--- config.mk ---
export PLATFORM = sky130hd
export DESIGN_NAME = ccp_clock_ctrl
export DESIGN_NICKNAME = d
export VERILOG_FILES = /design/src/rtl/ccp_pkg.sv /design/src/rtl/ccp_clock_ctrl.sv
export SDC_FILE = /design/constraint.sdc
export NUM_CORES = 1
export LEC_CHECK = 0
export BUFFER_PORTS_ARGS = -buffer_cell sky130_fd_sc_hd__buf_2
export CAP_MARGIN = 5
export CORE_MARGIN = 2
export CORE_UTILIZATION = 50
export CTS_BUF_LIST = sky130_fd_sc_hd__clkbuf_8 sky130_fd_sc_hd__clkbuf_16
export DETAILED_ROUTE_END_ITERATION = 12
export MAX_ROUTING_LAYER = met4
export PLACE_DENSITY = 0.85
export SLEW_MARGIN = 20
export SYNTH_ARGS = -nofsm -noshare
export SYNTH_HDL_FRONTEND = slang
export SYNTH_SLANG_ARGS = --single-unit
--- constraint.sdc ---
create_clock -name clk_i -period 2.5 [get_ports clk_i]
set_input_delay 0.5 -clock clk_i [delete_from_list [all_inputs] [get_ports clk_i]]
set_output_delay 0.5 -clock clk_i [all_outputs]
set_load 0.005 [all_outputs]
--- src/rtl/ccp_pkg.sv ---
`default_nettype none
package ccp_pkg;
	// Register byte addresses on the bus.
	localparam logic [7:0] OFS_KEY = 8'h00;
	localparam logic [7:0] OFS_CFG0 = 8'h04;
	localparam logic [7:0] OFS_CFG1 = 8'h08;
	localparam logic [7:0] OFS_PLL = 8'h0c;
	localparam logic [7:0] OFS_STS = 8'h10;

	// Write key.
	localparam logic [7:0] KEY_MIN = 8'h40;
	localparam int KEY_LSB = 0;

	// System clock config fields.
	localparam int CFG0_IRQEN = 15;
	localparam int CFG0_TRIM = 11;
	localparam int CFG0_SEL_LSB = 8;
	localparam int CFG0_SW = 7;
	localparam int CFG0_FOSC = 6;
	localparam int CFG0_FXT = 5;
	localparam int CFG0_RANGE = 4;
	localparam int CFG0_SOSC = 1;
	localparam int CFG0_SXT = 0;

	// Peripheral clock select fields.
	localparam int CFG1_TICK_LSB = 5;
	localparam int CFG1_DISP = 1;
	localparam int CFG1_BASE = 0;

	// PLL config fields.
	localparam int PLL_REF = 23;
	localparam int PLL_PRE_LSB = 16;
	localparam int PLL_MUL_LSB = 8;
	localparam int PLL_PWR = 7;
	localparam int PLL_OEN = 6;
	localparam int PLL_POST_LSB = 0;

	// Status fields.
	localparam int STS_LOCK = 2;
	localparam int STS_LOST = 1;
	localparam int STS_FAIL = 0;

	// System clock source codes.
	localparam logic [1:0] SRC_SLOW_OSC = 2'h0;
	localparam logic [1:0] SRC_FAST_XTAL = 2'h1;
	localparam logic [1:0] SRC_PLL = 2'h2;
	localparam logic [1:0] SRC_SLOW_XTAL = 2'h3;

	// Reset values of fields that are not zero.
	localparam logic FOSC_RST = 1'b1;

	// System clock switch handshake, Gray coded along its cycle.
	typedef enum logic [1:0] {
		SW_FAST_OSC = 2'b00,
		SW_TO_TARGET = 2'b01,
		SW_TARGET = 2'b11,
		SW_TO_FAST_OSC = 2'b10
	} ccp_sw_state_t;
endpackage
`default_nettype wire

--- src/rtl/ccp_clock_ctrl.sv ---
`default_nettype none
module ccp_clock_ctrl (
	// Clock and reset
	input wire logic clk_i,
	input wire logic rst_i,
	// Wishbone slave
	input wire logic wb_cyc_i,
	input wire logic wb_stb_i,
	input wire logic wb_we_i,
	input wire logic [7:0] wb_adr_i,
	input wire logic [3:0] wb_sel_i,
	input wire logic [31:0] wb_dat_i,
	output logic [31:0] wb_dat_o,
	output logic wb_ack_o,
	// Power management events on this clock
	input wire logic wakeup_i,
	input wire logic low_power_entry_i,
	// Analog and clock mux status, asynchronous
	input wire logic pll_lock_i,
	input wire logic clock_fail_i,
	input wire logic sysclk_switch_ack_i,
	input wire logic display_sel_ack_i,
	input wire logic base_sel_ack_i,
	// Oscillator controls
	output logic int_fast_osc_enable_o,
	output logic ext_fast_xtal_enable_o,
	output logic ext_xtal_range_o,
	output logic int_slow_osc_enable_o,
	output logic ext_slow_xtal_enable_o,
	output logic low_freq_power_trim_o,
	// Clock selection
	output logic [1:0] sysclk_source_sel_o,
	output logic sysclk_switch_req_o,
	output logic [2:0] tick_timer_clock_sel_o,
	output logic display_clock_sel_req_o,
	output logic base_timer_clock_sel_req_o,
	// PLL controls
	output logic pll_ref_sel_o,
	output logic [4:0] pll_pre_divider_o,
	output logic [7:0] pll_multiplier_o,
	output logic [1:0] pll_post_divider_o,
	output logic pll_power_on_o,
	output logic pll_output_enable_o,
	// Interrupt request to the processor
	output logic clock_fail_irq_o
);

	// Byte-lane merge of write data into an old register image.
	function automatic logic [31:0] wb_merge(input logic [31:0] old, input logic [31:0] wd,
			input logic [3:0] sel);
		logic [31:0] res;
		res = old;
		for (int i = 0; i < 4; i++) begin
			if (sel[i]) begin
				res[i*8 +: 8] = wd[i*8 +: 8];
			end
		end
		return res;
	endfunction

	// Two-flop synchronisers for the asynchronous status inputs.
	logic [4:0] sync1_reg;
	logic [4:0] sync2_reg;
	always_ff @(posedge clk_i) begin
		if (rst_i) begin
			sync1_reg <= 5'h00;
			sync2_reg <= 5'h00;
		end else begin
			sync1_reg <= {pll_lock_i, clock_fail_i, sysclk_switch_ack_i, display_sel_ack_i,
				base_sel_ack_i};
			sync2_reg <= sync1_reg;
		end
	end
	logic lock_s;
	logic fail_s;
	logic sw_ack_s;
	logic disp_ack_s;
	logic base_ack_s;
	assign {lock_s, fail_s, sw_ack_s, disp_ack_s, base_ack_s} = sync2_reg;

	// Bus decode. A write takes effect on the edge where ack is high.
	logic ack_reg;
	logic req;
	logic wr;
	assign req = wb_cyc_i & wb_stb_i;
	assign wr = req & wb_we_i & ack_reg;

	logic hit_key;
	logic hit_cfg0;
	logic hit_cfg1;
	logic hit_pll;
	assign hit_key = (wb_adr_i == ccp_pkg::OFS_KEY);
	assign hit_cfg0 = (wb_adr_i == ccp_pkg::OFS_CFG0);
	assign hit_cfg1 = (wb_adr_i == ccp_pkg::OFS_CFG1);
	assign hit_pll = (wb_adr_i == ccp_pkg::OFS_PLL);

	// Write key and window countdown.
	logic [7:0] key_reg;
	logic [7:0] win_cnt_reg;
	logic unlocked_reg;
	logic [31:0] key_new;
	logic prot_wr;
	assign key_new = wb_merge({24'h000000, key_reg}, wb_dat_i, wb_sel_i);
	assign prot_wr = wr & unlocked_reg & (hit_cfg0 | hit_cfg1 | hit_pll);

	always_ff @(posedge clk_i) begin
		if (rst_i) begin
			key_reg <= 8'h00;
			win_cnt_reg <= 8'h00;
			unlocked_reg <= 1'b0;
		end else if (wr && hit_key) begin
			key_reg <= key_new[7:0];
			// A key below the threshold shuts the window at once.
			unlocked_reg <= (key_new[7:0] >= ccp_pkg::KEY_MIN);
			win_cnt_reg <= key_new[7:0];
		end else if (prot_wr) begin
			// Each accepted protected write restarts the window.
			win_cnt_reg <= key_reg;
		end else if (unlocked_reg) begin
			if (win_cnt_reg <= 8'h01) begin
				unlocked_reg <= 1'b0;
				win_cnt_reg <= 8'h00;
			end else begin
				win_cnt_reg <= win_cnt_reg - 8'h01;
			end
		end
	end

	// System clock switch handshake with the clock mux.
	ccp_pkg::ccp_sw_state_t sw_state_reg;
	logic [31:0] cfg0_img;
	logic [31:0] cfg0_new;
	logic sw_bit;
	logic sysclk_ext;
	logic pll_is_sysclk;
	// The switch bit shows the mux's confirmed state, not the last write.
	assign sw_bit = (sw_state_reg == ccp_pkg::SW_TARGET) ||
		(sw_state_reg == ccp_pkg::SW_TO_FAST_OSC);
	assign sysclk_ext = (sw_state_reg == ccp_pkg::SW_TARGET) &&
		(sysclk_source_sel_o != ccp_pkg::SRC_SLOW_OSC);
	assign pll_is_sysclk = sw_bit && (sysclk_source_sel_o == ccp_pkg::SRC_PLL);
	assign cfg0_new = wb_merge(cfg0_img, wb_dat_i, wb_sel_i);

	logic fail_event;
	logic fail_prev_reg;
	assign fail_event = fail_s & ~fail_prev_reg & sysclk_ext;

	always_ff @(posedge clk_i) begin
		if (rst_i || wakeup_i) begin
			sw_state_reg <= ccp_pkg::SW_FAST_OSC;
		end else begin
			case (sw_state_reg)
				ccp_pkg::SW_FAST_OSC: begin
					if (prot_wr && hit_cfg0 && cfg0_new[ccp_pkg::CFG0_SW]) begin
						sw_state_reg <= ccp_pkg::SW_TO_TARGET;
					end
				end
				ccp_pkg::SW_TO_TARGET: begin
					if (sw_ack_s) begin
						sw_state_reg <= ccp_pkg::SW_TARGET;
					end
				end
				ccp_pkg::SW_TARGET: begin
					if (fail_event) begin
						sw_state_reg <= ccp_pkg::SW_TO_FAST_OSC;
					end else if (prot_wr && hit_cfg0 && !cfg0_new[ccp_pkg::CFG0_SW]) begin
						sw_state_reg <= ccp_pkg::SW_TO_FAST_OSC;
					end
				end
				ccp_pkg::SW_TO_FAST_OSC: begin
					if (!sw_ack_s) begin
						sw_state_reg <= ccp_pkg::SW_FAST_OSC;
					end
				end
				default: sw_state_reg <= ccp_pkg::SW_FAST_OSC;
			endcase
		end
	end

	always_ff @(posedge clk_i) begin
		if (rst_i || wakeup_i) begin
			sysclk_switch_req_o <= 1'b0;
		end else begin
			sysclk_switch_req_o <= (sw_state_reg == ccp_pkg::SW_TO_TARGET) ||
				(sw_state_reg == ccp_pkg::SW_TARGET && !fail_event);
		end
	end

	// System clock config fields.
	logic clock_fail_irq_enable_reg;
	assign cfg0_img = {16'h0000, clock_fail_irq_enable_reg, 3'h0, low_freq_power_trim_o, 1'b0,
		sysclk_source_sel_o, sw_bit, int_fast_osc_enable_o, ext_fast_xtal_enable_o,
		ext_xtal_range_o, 2'h0, int_slow_osc_enable_o, ext_slow_xtal_enable_o};

	always_ff @(posedge clk_i) begin
		if (rst_i) begin
			clock_fail_irq_enable_reg <= 1'b0;
			low_freq_power_trim_o <= 1'b0;
			sysclk_source_sel_o <= ccp_pkg::SRC_SLOW_OSC;
			ext_xtal_range_o <= 1'b0;
			int_slow_osc_enable_o <= 1'b0;
			ext_slow_xtal_enable_o <= 1'b0;
		end else if (prot_wr && hit_cfg0) begin
			clock_fail_irq_enable_reg <= cfg0_new[ccp_pkg::CFG0_IRQEN];
			low_freq_power_trim_o <= cfg0_new[ccp_pkg::CFG0_TRIM];
			sysclk_source_sel_o <= cfg0_new[ccp_pkg::CFG0_SEL_LSB +: 2];
			ext_xtal_range_o <= cfg0_new[ccp_pkg::CFG0_RANGE];
			int_slow_osc_enable_o <= cfg0_new[ccp_pkg::CFG0_SOSC];
			ext_slow_xtal_enable_o <= cfg0_new[ccp_pkg::CFG0_SXT];
		end
	end

	// Oscillator enables that reset and wake-up also force.
	always_ff @(posedge clk_i) begin
		if (rst_i || wakeup_i) begin
			int_fast_osc_enable_o <= ccp_pkg::FOSC_RST;
			ext_fast_xtal_enable_o <= 1'b0;
		end else if (prot_wr && hit_cfg0) begin
			// Stopping the oscillator that clocks the system would hang it.
			if (sw_bit) begin
				int_fast_osc_enable_o <= cfg0_new[ccp_pkg::CFG0_FOSC];
			end
			ext_fast_xtal_enable_o <= cfg0_new[ccp_pkg::CFG0_FXT];
		end
	end

	// Peripheral clock select.
	logic [31:0] cfg1_img;
	logic [31:0] cfg1_new;
	assign cfg1_img = {24'h000000, tick_timer_clock_sel_o, 3'h0, disp_ack_s, base_ack_s};
	assign cfg1_new = wb_merge(cfg1_img, wb_dat_i, wb_sel_i);

	always_ff @(posedge clk_i) begin
		if (rst_i) begin
			tick_timer_clock_sel_o <= 3'h0;
			display_clock_sel_req_o <= 1'b0;
			base_timer_clock_sel_req_o <= 1'b0;
		end else if (prot_wr && hit_cfg1) begin
			tick_timer_clock_sel_o <= cfg1_new[ccp_pkg::CFG1_TICK_LSB +: 3];
			display_clock_sel_req_o <= cfg1_new[ccp_pkg::CFG1_DISP];
			base_timer_clock_sel_req_o <= cfg1_new[ccp_pkg::CFG1_BASE];
		end
	end

	// PLL config.
	logic [31:0] pll_img;
	logic [31:0] pll_new;
	assign pll_img = {8'h00, pll_ref_sel_o, 2'h0, pll_pre_divider_o, pll_multiplier_o,
		pll_power_on_o, pll_output_enable_o, 4'h0, pll_post_divider_o};
	assign pll_new = wb_merge(pll_img, wb_dat_i, wb_sel_i);

	always_ff @(posedge clk_i) begin
		if (rst_i) begin
			pll_ref_sel_o <= 1'b0;
			pll_pre_divider_o <= 5'h00;
			pll_multiplier_o <= 8'h00;
			pll_post_divider_o <= 2'h0;
		end else if (prot_wr && hit_pll) begin
			pll_pre_divider_o <= pll_new[ccp_pkg::PLL_PRE_LSB +: 5];
			pll_multiplier_o <= pll_new[ccp_pkg::PLL_MUL_LSB +: 8];
			if (!pll_power_on_o) begin
				pll_ref_sel_o <= pll_new[ccp_pkg::PLL_REF];
				pll_post_divider_o <= pll_new[ccp_pkg::PLL_POST_LSB +: 2];
			end
		end
	end

	always_ff @(posedge clk_i) begin
		if (rst_i) begin
			pll_power_on_o <= 1'b0;
		end else if (pll_is_sysclk) begin
			// The running system clock source must keep its PLL powered.
			if (prot_wr && hit_pll) begin
				pll_power_on_o <= 1'b1;
			end
		end else if (low_power_entry_i) begin
			pll_power_on_o <= 1'b0;
		end else if (prot_wr && hit_pll) begin
			pll_power_on_o <= pll_new[ccp_pkg::PLL_PWR];
		end
	end

	always_ff @(posedge clk_i) begin
		if (rst_i) begin
			pll_output_enable_o <= 1'b0;
		end else if (prot_wr && hit_pll && !pll_is_sysclk) begin
			pll_output_enable_o <= pll_new[ccp_pkg::PLL_OEN];
		end
	end

	// Status: live lock, sticky loss of lock, sticky clock failure.
	logic lock_prev_reg;
	logic lost_reg;
	logic fail_reg;
	always_ff @(posedge clk_i) begin
		if (rst_i) begin
			lock_prev_reg <= 1'b0;
			fail_prev_reg <= 1'b0;
			lost_reg <= 1'b0;
			fail_reg <= 1'b0;
		end else begin
			lock_prev_reg <= lock_s;
			fail_prev_reg <= fail_s;
			if (lock_prev_reg && !lock_s && pll_power_on_o) begin
				lost_reg <= 1'b1;
			end
			if (fail_event) begin
				fail_reg <= 1'b1;
			end
		end
	end

	always_ff @(posedge clk_i) begin
		if (rst_i) begin
			clock_fail_irq_o <= 1'b0;
		end else begin
			clock_fail_irq_o <= fail_reg & clock_fail_irq_enable_reg;
		end
	end

	// Read mux and acknowledge; unmapped addresses read zero.
	logic [31:0] rd_data;
	always_comb begin
		case (wb_adr_i)
			ccp_pkg::OFS_KEY: rd_data = {24'h000000, key_reg};
			ccp_pkg::OFS_CFG0: rd_data = cfg0_img;
			ccp_pkg::OFS_CFG1: rd_data = cfg1_img;
			ccp_pkg::OFS_PLL: rd_data = pll_img;
			ccp_pkg::OFS_STS: rd_data = {29'h00000000, lock_s, lost_reg, fail_reg};
			default: rd_data = 32'h00000000;
		endcase
	end

	always_ff @(posedge clk_i) begin
		if (rst_i) begin
			ack_reg <= 1'b0;
			wb_dat_o <= 32'h00000000;
		end else begin
			ack_reg <= req & ~ack_reg;
			if (req && !ack_reg) begin
				wb_dat_o <= rd_data;
			end
		end
	end
	assign wb_ack_o = ack_reg;

endmodule // ccp_clock_ctrl
`default_nettype wire

Yosys cells after proc, flatten, opt, wreduce, memory -nomap -nowiden
Index checks and enable logic that the tools add are counted.
Storage, ports and cells
  register bits after elaboration: 100
  output and inout port bits: 66
Operators by class
  $add $sub $neg: 1
  order comparisons: 2
  equality and inequality tests: 14
  multiplexer cells: 23
  bitwise logic cells: 14
  reductions and logical operators: 38
Operator list (count)
  one-hot mux 24 bit (5 select lines): 1
  two-way mux 8 bit: 7
  == test 8 x 4 -> 1 bit, second input constant: 2
  logical AND 1 bit: 13
  two-way mux 2 bit: 6
  AND reduction 2 bit: 6
  AND reduction 3 bit: 4
  bitwise AND 1 bit: 9
  == test 8 x 3 -> 1 bit, second input constant: 1
  == test 8 x 5 -> 1 bit, second input constant: 1
  greater-or-equal comparator 8 x 7 -> 1 bit, second input constant: 1
  <= comparator 8 x 1 -> 1 bit, second input constant: 1
  zero test 8 bit: 1
  two-way mux 1 bit: 8
  one-hot mux 2 bit (4 select lines): 1
  subtractor 8 x 1 -> 8 bit, second input constant: 1
  == test 2 bit, second input constant: 3
  != test 2 bit, second input constant: 3
  nonzero test 3 bit: 2
  zero test 1 bit: 5
  != test 2 x 1 -> 1 bit, second input constant: 2
  AND reduction 4 bit: 1
  nonzero test 2 bit: 2
  logical OR 1 bit: 3
  5 further kinds: 8

Longest topological paths before layout
Gate-level depths: netlist of run 1.
  depth in word-level cells: 10
  gate-level depth with buffers: 7
  depth with buffers taken out: 7

Worst setup path after synthesis of run 1
OpenSTA, ideal clock, no wires.
  kind: input -> register
  start: input wb_adr_i[5]
  end: register pll_multiplier_o[7]
  setup time: 0.128 ns
  data arrival time: 2.045 ns
  required time: 2.372 ns
  path slack: 0.328 ns
  stages on the path: 7
  path through: or4_4 > buf_6 > nor4_4 > and3_1 > buf_4 > mux2i_1 > nor2_1
On the way
  word-level cells in the longest chain between the ends: 6
RTL lines
  from (decl): RTL line ccp_clock_ctrl.sv:10  | input wire logic [7:0] wb_adr_i,
  == test 8 x 3 -> 1 bit or == test 8 x 4 -> 1 bit (tied branches): RTL line ccp_clock_ctrl.sv:93, ccp_clock_ctrl.sv:94
  OR 1 bit (2 in a row): RTL line ccp_clock_ctrl.sv:104  | assign prot_wr = wr & unlocked_reg & (hit_cfg0 | hit_cfg1 | hit_pll);
  bitwise AND 1 bit: RTL line ccp_clock_ctrl.sv:104
  logical AND 1 bit *: RTL line ccp_clock_ctrl.sv:258  | end else if (prot_wr && hit_pll) begin
  AND reduction 2 bit (no source line) *
  to (signal assigned): RTL line ccp_clock_ctrl.sv:260  | pll_multiplier_o <= pll_new[ccp_pkg::PLL_MUL_LSB +: 8];
  to (decl): RTL line ccp_clock_ctrl.sv:40  | output logic [7:0] pll_multiplier_o,
Every way passes the cells marked *; elsewhere a longest branch is shown, timed or not.
A chain may end at the register's enable or synchronous reset.

Worst setup path after layout of run 1
  start: input wb_adr_i[4]
  end: register pll_ref_sel_o
On the way
  word-level cells in the longest chain between the ends: 6
RTL lines
  == test 8 x 3 -> 1 bit or == test 8 x 4 -> 1 bit (tied branches): RTL line ccp_clock_ctrl.sv:93, ccp_clock_ctrl.sv:94
  OR 1 bit (2 in a row): RTL line ccp_clock_ctrl.sv:104
  bitwise AND 1 bit: RTL line ccp_clock_ctrl.sv:104
  logical AND 1 bit *: RTL line ccp_clock_ctrl.sv:258
  AND reduction 3 bit (no source line) *
  to (signal assigned): RTL line ccp_clock_ctrl.sv:262  | pll_ref_sel_o <= pll_new[ccp_pkg::PLL_REF];
  to (decl): RTL line ccp_clock_ctrl.sv:38  | output logic pll_ref_sel_o,
Marks and branches as above.

==> flow_metrics.env, run 1 <==
export IMPL_path_class="input pin to flop"
export IMPL_cts_sinks=90
export IMPL_critPathMaxFanout=6
export IMPL_synth_top_area_share_pct=44.42
export IMPL_grt_pass1_vias=3513
export IMPL_start_kind="input pin"
export IMPL_drt_initial_drc_count=305
export IMPL_synth_area_mm2=0.004056
export IMPL_hold_slack_ns=0.3462
export IMPL_tightest_slew_ns=0.7307
export IMPL_synth_top_cell_by_area="dfxtp_1"
export IMPL_ios=122
export IMPL_yosys_top_cells_count="90 x dfxtp_1, 53 x nand2_1, 51 x nor2_1, 42 x mux2i_1, 36 x a21oi_1"
export IMPL_fp_dieArea_mm2=0.008849
export IMPL_cts_root_buf="clkbuf_8"
export IMPL_final_hold_violation_count=0
export IMPL_r2r_cells=8
export IMPL_min_path_type="input pin to flop"
export IMPL_synthToLayoutAreaGrowth_pct=21.28
export IMPL_cp_endpoint="pll_ref_sel_o"
export IMPL_cap_violations=0
export IMPL_start_util_pct=51.96
export IMPL_antennaDiodeCount=0
export IMPL_setup_viol=0
export IMPL_drive_above_1_share_pct=26.47
export IMPL_required_ns=2.79
export IMPL_critPathCaptureType="flop"
export IMPL_critPathLaunch="wb_adr_i[4]"
export IMPL_cts_htree_levels=3
export IMPL_grt_pass1_wl_mm=16.79
export IMPL_core_mm2=0.007807
export IMPL_largest_reg_flops=22
export IMPL_synth_compound_area_share_pct=13.45
export IMPL_die_y_um=94.07
export IMPL_r2r_setup_slack_ns=0.44
export IMPL_syn_instance_count=460
export IMPL_antenna_found_initial=0
export IMPL_setup_tns_ns=0
export IMPL_rsz0062_at_grt="false"
export IMPL_yosysWarnings=0
export IMPL_syn_avg_cell_area_um2=8.818
export IMPL_ys_seq_area_share_pct=44.42
export IMPL_postCtsSetupBuffers=0
export IMPL_clk_latency_ns=0.36
export IMPL_ant_nets=0
export IMPL_ir_drop_mv=0.3788
export IMPL_fmax_ghz=0.4846
export IMPL_period_share_pct=82.55
export IMPL_synth_cell_type_count=54
export IMPL_drv_slew=0
export IMPL_ys_flop_type="dfxtp_1"
export IMPL_grt_max_degree=37
export IMPL_power_leakage_nw=2.178
export IMPL_drcViolationCount=0
export IMPL_powerDensity_mw_per_mm2=555.4
export IMPL_status="completed"
export IMPL_seqCellArea_mm2=0.001802
export IMPL_crit_arrival_ns=2.35
export IMPL_nFillCells=661
export IMPL_cts_resized=0
export IMPL_overflow=0
export IMPL_tritoncts="yes"
export IMPL_top_register="wb_dat_o"
export IMPL_cts_made_buffers=9
export IMPL_vias_per_cell=5.693
export IMPL_grt_use_total_pct=25.04
export IMPL_synth_edf_count=0
export IMPL_post_synth_xor_area_fraction_pct=0.2159
export IMPL_synthSimpleGateAreaFrac_pct=23.63
export IMPL_num_rows=32
export IMPL_cts_hold_buf=0
export IMPL_io_buffers=100
export IMPL_synth_most_common_cell="dfxtp_1"
export IMPL_path_clk_slew_ns=0.09
export IMPL_finalClockSkew_ns=0.007649
export IMPL_synthMuxAreaShare_pct=12.03
export IMPL_drtPass1Iterations=5
export IMPL_wirelength_mm=10.57
export IMPL_async_flop_share_pct=0
export IMPL_dp_hpwl_mm=7.856
export IMPL_synth_fa_ha_area_share_pct=0.6169
export IMPL_slew_limit_headroom_pct=51.29
export IMPL_cts_buffer_depth=2
export IMPL_synth_top_family_by_area="simple AND/OR/NAND/NOR gates"
export IMPL_synth_seq_cells=90
export IMPL_wl_per_cell_um=15.89
export IMPL_min_period_ns=2.064
export IMPL_via_count=3786
export IMPL_final_nets=616
export IMPL_synth_area_top_cells="dfxtp_1 44%, mux2i_1 10%, nand2_1 4.9%"
export IMPL_dieWidth_um=94.07
export IMPL_r2r_end="win_cnt_reg[7]"
export IMPL_place_congestion=0.9082
export IMPL_crit_reg2reg_launch="win_cnt_reg[0]"
export IMPL_multi_input_area_mm2=0.002063
## cell type report
type / count / share of cell area (%)
multi-input combinational: 335 / 41.94
sequential: 90 / 36.62
timing repair buffer: 118 / 13.94
clock buffer: 10 / 2.798
tap: 102 / 2.594
clock inverter: 6 / 1.806
inverter: 4 / 0.3052
## placed cells by master, fill, tap and decap left out, types with 2 or more instances in the layout
cell	n
a211oi_1	5
a21oi_1	36
a221oi_1	7
a2bb2oi_1	3
a31oi_1	4
a32oi_1	2
and2_1	2
and3_1	4
buf_12	4
buf_2	100
buf_4	14
bufinv_16	2
clkbuf_8	10
clkinv_2	2
conb_1	10
dfxtp_1	90
ha_1	2
inv_1	4
mux2_2	2
mux2i_1	42
mux4_2	2
nand2_1	53
nand2b_1	5
nand3_1	19
nand3b_1	2
nand4_1	7
nor2_1	51
nor2b_1	15
nor3_1	7
nor4_1	4
nor4_4	2
o21a_1	2
o21ai_0	13
o221ai_1	3
o31ai_1	2
or2_2	4
or3_1	6
or4_1	2
## power by group
part / total [mW] / switching, mW / internal, mW / leakage (nW)
Combinational: 0.170 / 0.103 / 0.0677 / 1.34
Clock: 1.11 / 0.521 / 0.594 / 0.114
Sequential: 1.45 / 0.00458 / 1.44 / 0.727
## worst max-delay path, cell delays in order
cell and delay (ns):
buf_2 0.15, or4_4 0.60, nor4_4 0.39, buf_4 0.19, and3_1 0.27, nand3b_1 0.10, a21oi_1 0.15
## how the worst min path moves through the flow
stage / startpoint / end / slack, ns / depth (start not counted)
CTS: wakeup_i / sysclk_switch_req_o / 0.33 / 2
finish: wakeup_i / sysclk_switch_req_o / 0.35 / 2
floorplan: sync1_reg[0] / sync2_reg[0] / 0.41 / 1
detailed placement: sync1_reg[2] / sync2_reg[2] / 0.43 / 1
global placement: sync1_reg[3] / sync2_reg[3] / 0.42 / 1
global route: wakeup_i / sysclk_switch_req_o / 0.33 / 2
## metal layers
layer | global-route usage [%] | part of all wire (%) | wire, um
met1 | 31.61 | 42 | 4451
met2 | 38.75 | 47 | 5012
met3 | 5.377 | 7.2 | 765
met4 | 11.11 | 3.2 | 337
met5 | - | 0 | 0
## cell families after synthesis
kind of cell | after synthesis
buffers and inverters | 44
AND/OR/NAND/NOR | 190
flip-flops | 90
other | 1
XOR/XNOR | 1
multiplexers | 46
adder cells (fa/ha/maj) | 2
AO/OA/AOI/OAI | 86
## metrics by stage
step | area, um2 | cells | power (mW) | setup slack, ns | utilization [%]
after global routing | 4920 | 665 | 2.843 | 0.2866 | 63.01
final | 4920 | 665 | 2.733 | 0.4363 | 63.01
after detailed placement | 4693 | 649 | 1.648 | 0.08838 | 60.11
after global placement | 4693 | 649 | 1.646 | 0.09204 | 60.11
after floorplan | 4090 | 469 | 1.578 | 0.3278 | -
after CTS | 4920 | 665 | 2.752 | 0.4270 | 63.01
Power figures use the tool's default switching activity.
==> run 2: changes to the inputs <==
==> constraint.sdc (replaced) <==
create_clock -name clk_i -period 2.2 [get_ports clk_i]
set_input_delay 0.44 -clock clk_i [delete_from_list [all_inputs] [get_ports clk_i]]
set_output_delay 0.44 -clock clk_i [all_outputs]
set_load 0.005 [all_outputs]
==> run 2 against run 1 <==
Compared with the run above:
- register-to-register slack got worse by 0.24 ns
- flip-flop and latch count stayed put
- die area is the same
- total power up 2.4%
- combinational power increased by 14%
- clock-buffer cell count did not move
- critical endpoint is now win_cnt_reg[3]
==> flow_metrics.env, run 2 (same netlist as run 1, synthesis figures left out) <==
export IMPL_drcViolationCount=0
export IMPL_cts_hold_buf=0
export IMPL_crit_reg2reg_launch="win_cnt_reg[2]"
export IMPL_cts_htree_levels=3
export IMPL_cts_made_buffers=9
export IMPL_grt_pass1_wl_mm=16.83
export IMPL_vias_per_cell=5.646
export IMPL_finalClockSkew_ns=0.005616
export IMPL_start_kind="flop"
export IMPL_fmax_ghz=0.4987
export IMPL_tightest_slew_ns=0.6373
export IMPL_tritoncts="yes"
export IMPL_die_y_um=94.07
export IMPL_wirelength_mm=10.72
export IMPL_synthToLayoutAreaGrowth_pct=21.47
export IMPL_clk_latency_ns=0.36
export IMPL_crit_slowest_cell="or4_1"
export IMPL_fp_dieArea_mm2=0.008849
export IMPL_ir_drop_mv=0.4598
export IMPL_nFillCells=655
export IMPL_dieWidth_um=94.07
export IMPL_max_stage_delay_ns=0.59
export IMPL_final_hold_violation_count=0
export IMPL_postCtsSetupBuffers=0
export IMPL_grt_use_total_pct=25.26
export IMPL_overflow=0
export IMPL_top_register="wb_dat_o"
export IMPL_drv_slew=0
export IMPL_core_mm2=0.007807
export IMPL_power_leakage_nw=2.196
export IMPL_seqCellArea_mm2=0.001802
export IMPL_powerDensity_mw_per_mm2=567.8
export IMPL_start_util_pct=51.96
export IMPL_hold_slack_ns=0.2676
export IMPL_io_buffers=100
export IMPL_wl_per_cell_um=15.92
export IMPL_dp_hpwl_mm=8.137
export IMPL_cts_sinks=90
export IMPL_drive_above_1_share_pct=27.32
export IMPL_critPathLaunch="win_cnt_reg[2]"
export IMPL_required_ns=2.43
export IMPL_min_period_ns=2.005
export IMPL_grt_max_degree=37
export IMPL_multi_input_area_mm2=0.002063
export IMPL_drt_initial_drc_count=168
export IMPL_rsz0062_at_grt="false"
export IMPL_ios=122
export IMPL_setup_slack_ns=0.1948
export IMPL_final_cell_mix="100 x buf_2, 90 x dfxtp_1, 53 x nand2_1, 51 x nor2_1, 42 x mux2i_1"
export IMPL_crit_arrival_ns=2.24
export IMPL_crit_buf_inv=0
export IMPL_utilization_pct=63.11
export IMPL_cts_resized=0
export IMPL_crit_chain="or4_1 -> nor4_1 -> a21oi_1 -> a2bb2oi_1 -> o32ai_1"
export IMPL_antennaDiodeCount=0
export IMPL_via_count=3800
export IMPL_antenna_found_initial=0
export IMPL_cts_buffer_depth=2
export IMPL_ant_nets=0
export IMPL_drtPass1Iterations=4
export IMPL_critPathCaptureType="flop"
export IMPL_path_class="flop to flop"
export IMPL_largest_reg_flops=22
export IMPL_place_ws_ns=-0.1050
export IMPL_period_share_pct=91.15
export IMPL_final_nets=626
export IMPL_min_path_type="input pin to flop"
export IMPL_cap_violations=0
export IMPL_setup_viol=0
export IMPL_slew_limit_headroom_pct=56.41
export IMPL_path_clk_slew_ns=0.08
export IMPL_place_congestion=0.9720
export IMPL_critPathMaxFanout=7
export IMPL_grt_pass1_vias=3424
export IMPL_final_common_cell="buf_2"
export IMPL_cts_root_buf="clkbuf_8"
export IMPL_status="completed"
export IMPL_num_rows=32
export IMPL_crit_family="simple AND/OR/NAND/NOR gates"
export IMPL_setup_tns_ns=0
export IMPL_hold_start="wakeup_i"
## run 2: worst paths after layout
path,slack [ns],cells after the start,endpoint
max,0.19,5,win_cnt_reg[3]
min,0.27,2,ext_fast_xtal_enable_o
max reg2reg,0.19,5,win_cnt_reg[3]
min reg2reg,0.44,1,sync2_reg[2]
## run 2: area by class of cell
| class | instances | share of cell area [%] |
|---|---|---|
| sequential | 90 | 36.57 |
| multi-input combinational | 335 | 41.87 |
| clock buffer | 10 | 2.793 |
| inverter | 4 | 0.3047 |
| tap | 102 | 2.590 |
| clock inverter | 4 | 0.4317 |
| timing repair buffer | 128 | 15.44 |
## run 2: metal layers
| layer | track usage [%] | part of all wire (%) |
|---|---|---|
| met1 | 31.75 | 43 |
| met2 | 40.60 | 49 |
| met3 | 4.254 | 5.6 |
| met4 | 10.27 | 2.3 |
| met5 | - | 0 |
## run 2: through the flow
stage	cells	instance area (um2)	power (mW)
floorplan	469	4090	1.794
global placement	659	4768	1.869
detailed placement	659	4768	1.874
CTS	673	4927	2.810
global route	673	4927	2.918
finish	673	4927	2.798
## run 2: power breakdown
| part | switching [mW] | internal (mW) |
|---|---|---|
| Sequential | 0.00521 | 1.64 |
| Combinational | 0.117 | 0.0761 |
| Clock | 0.539 | 0.421 |
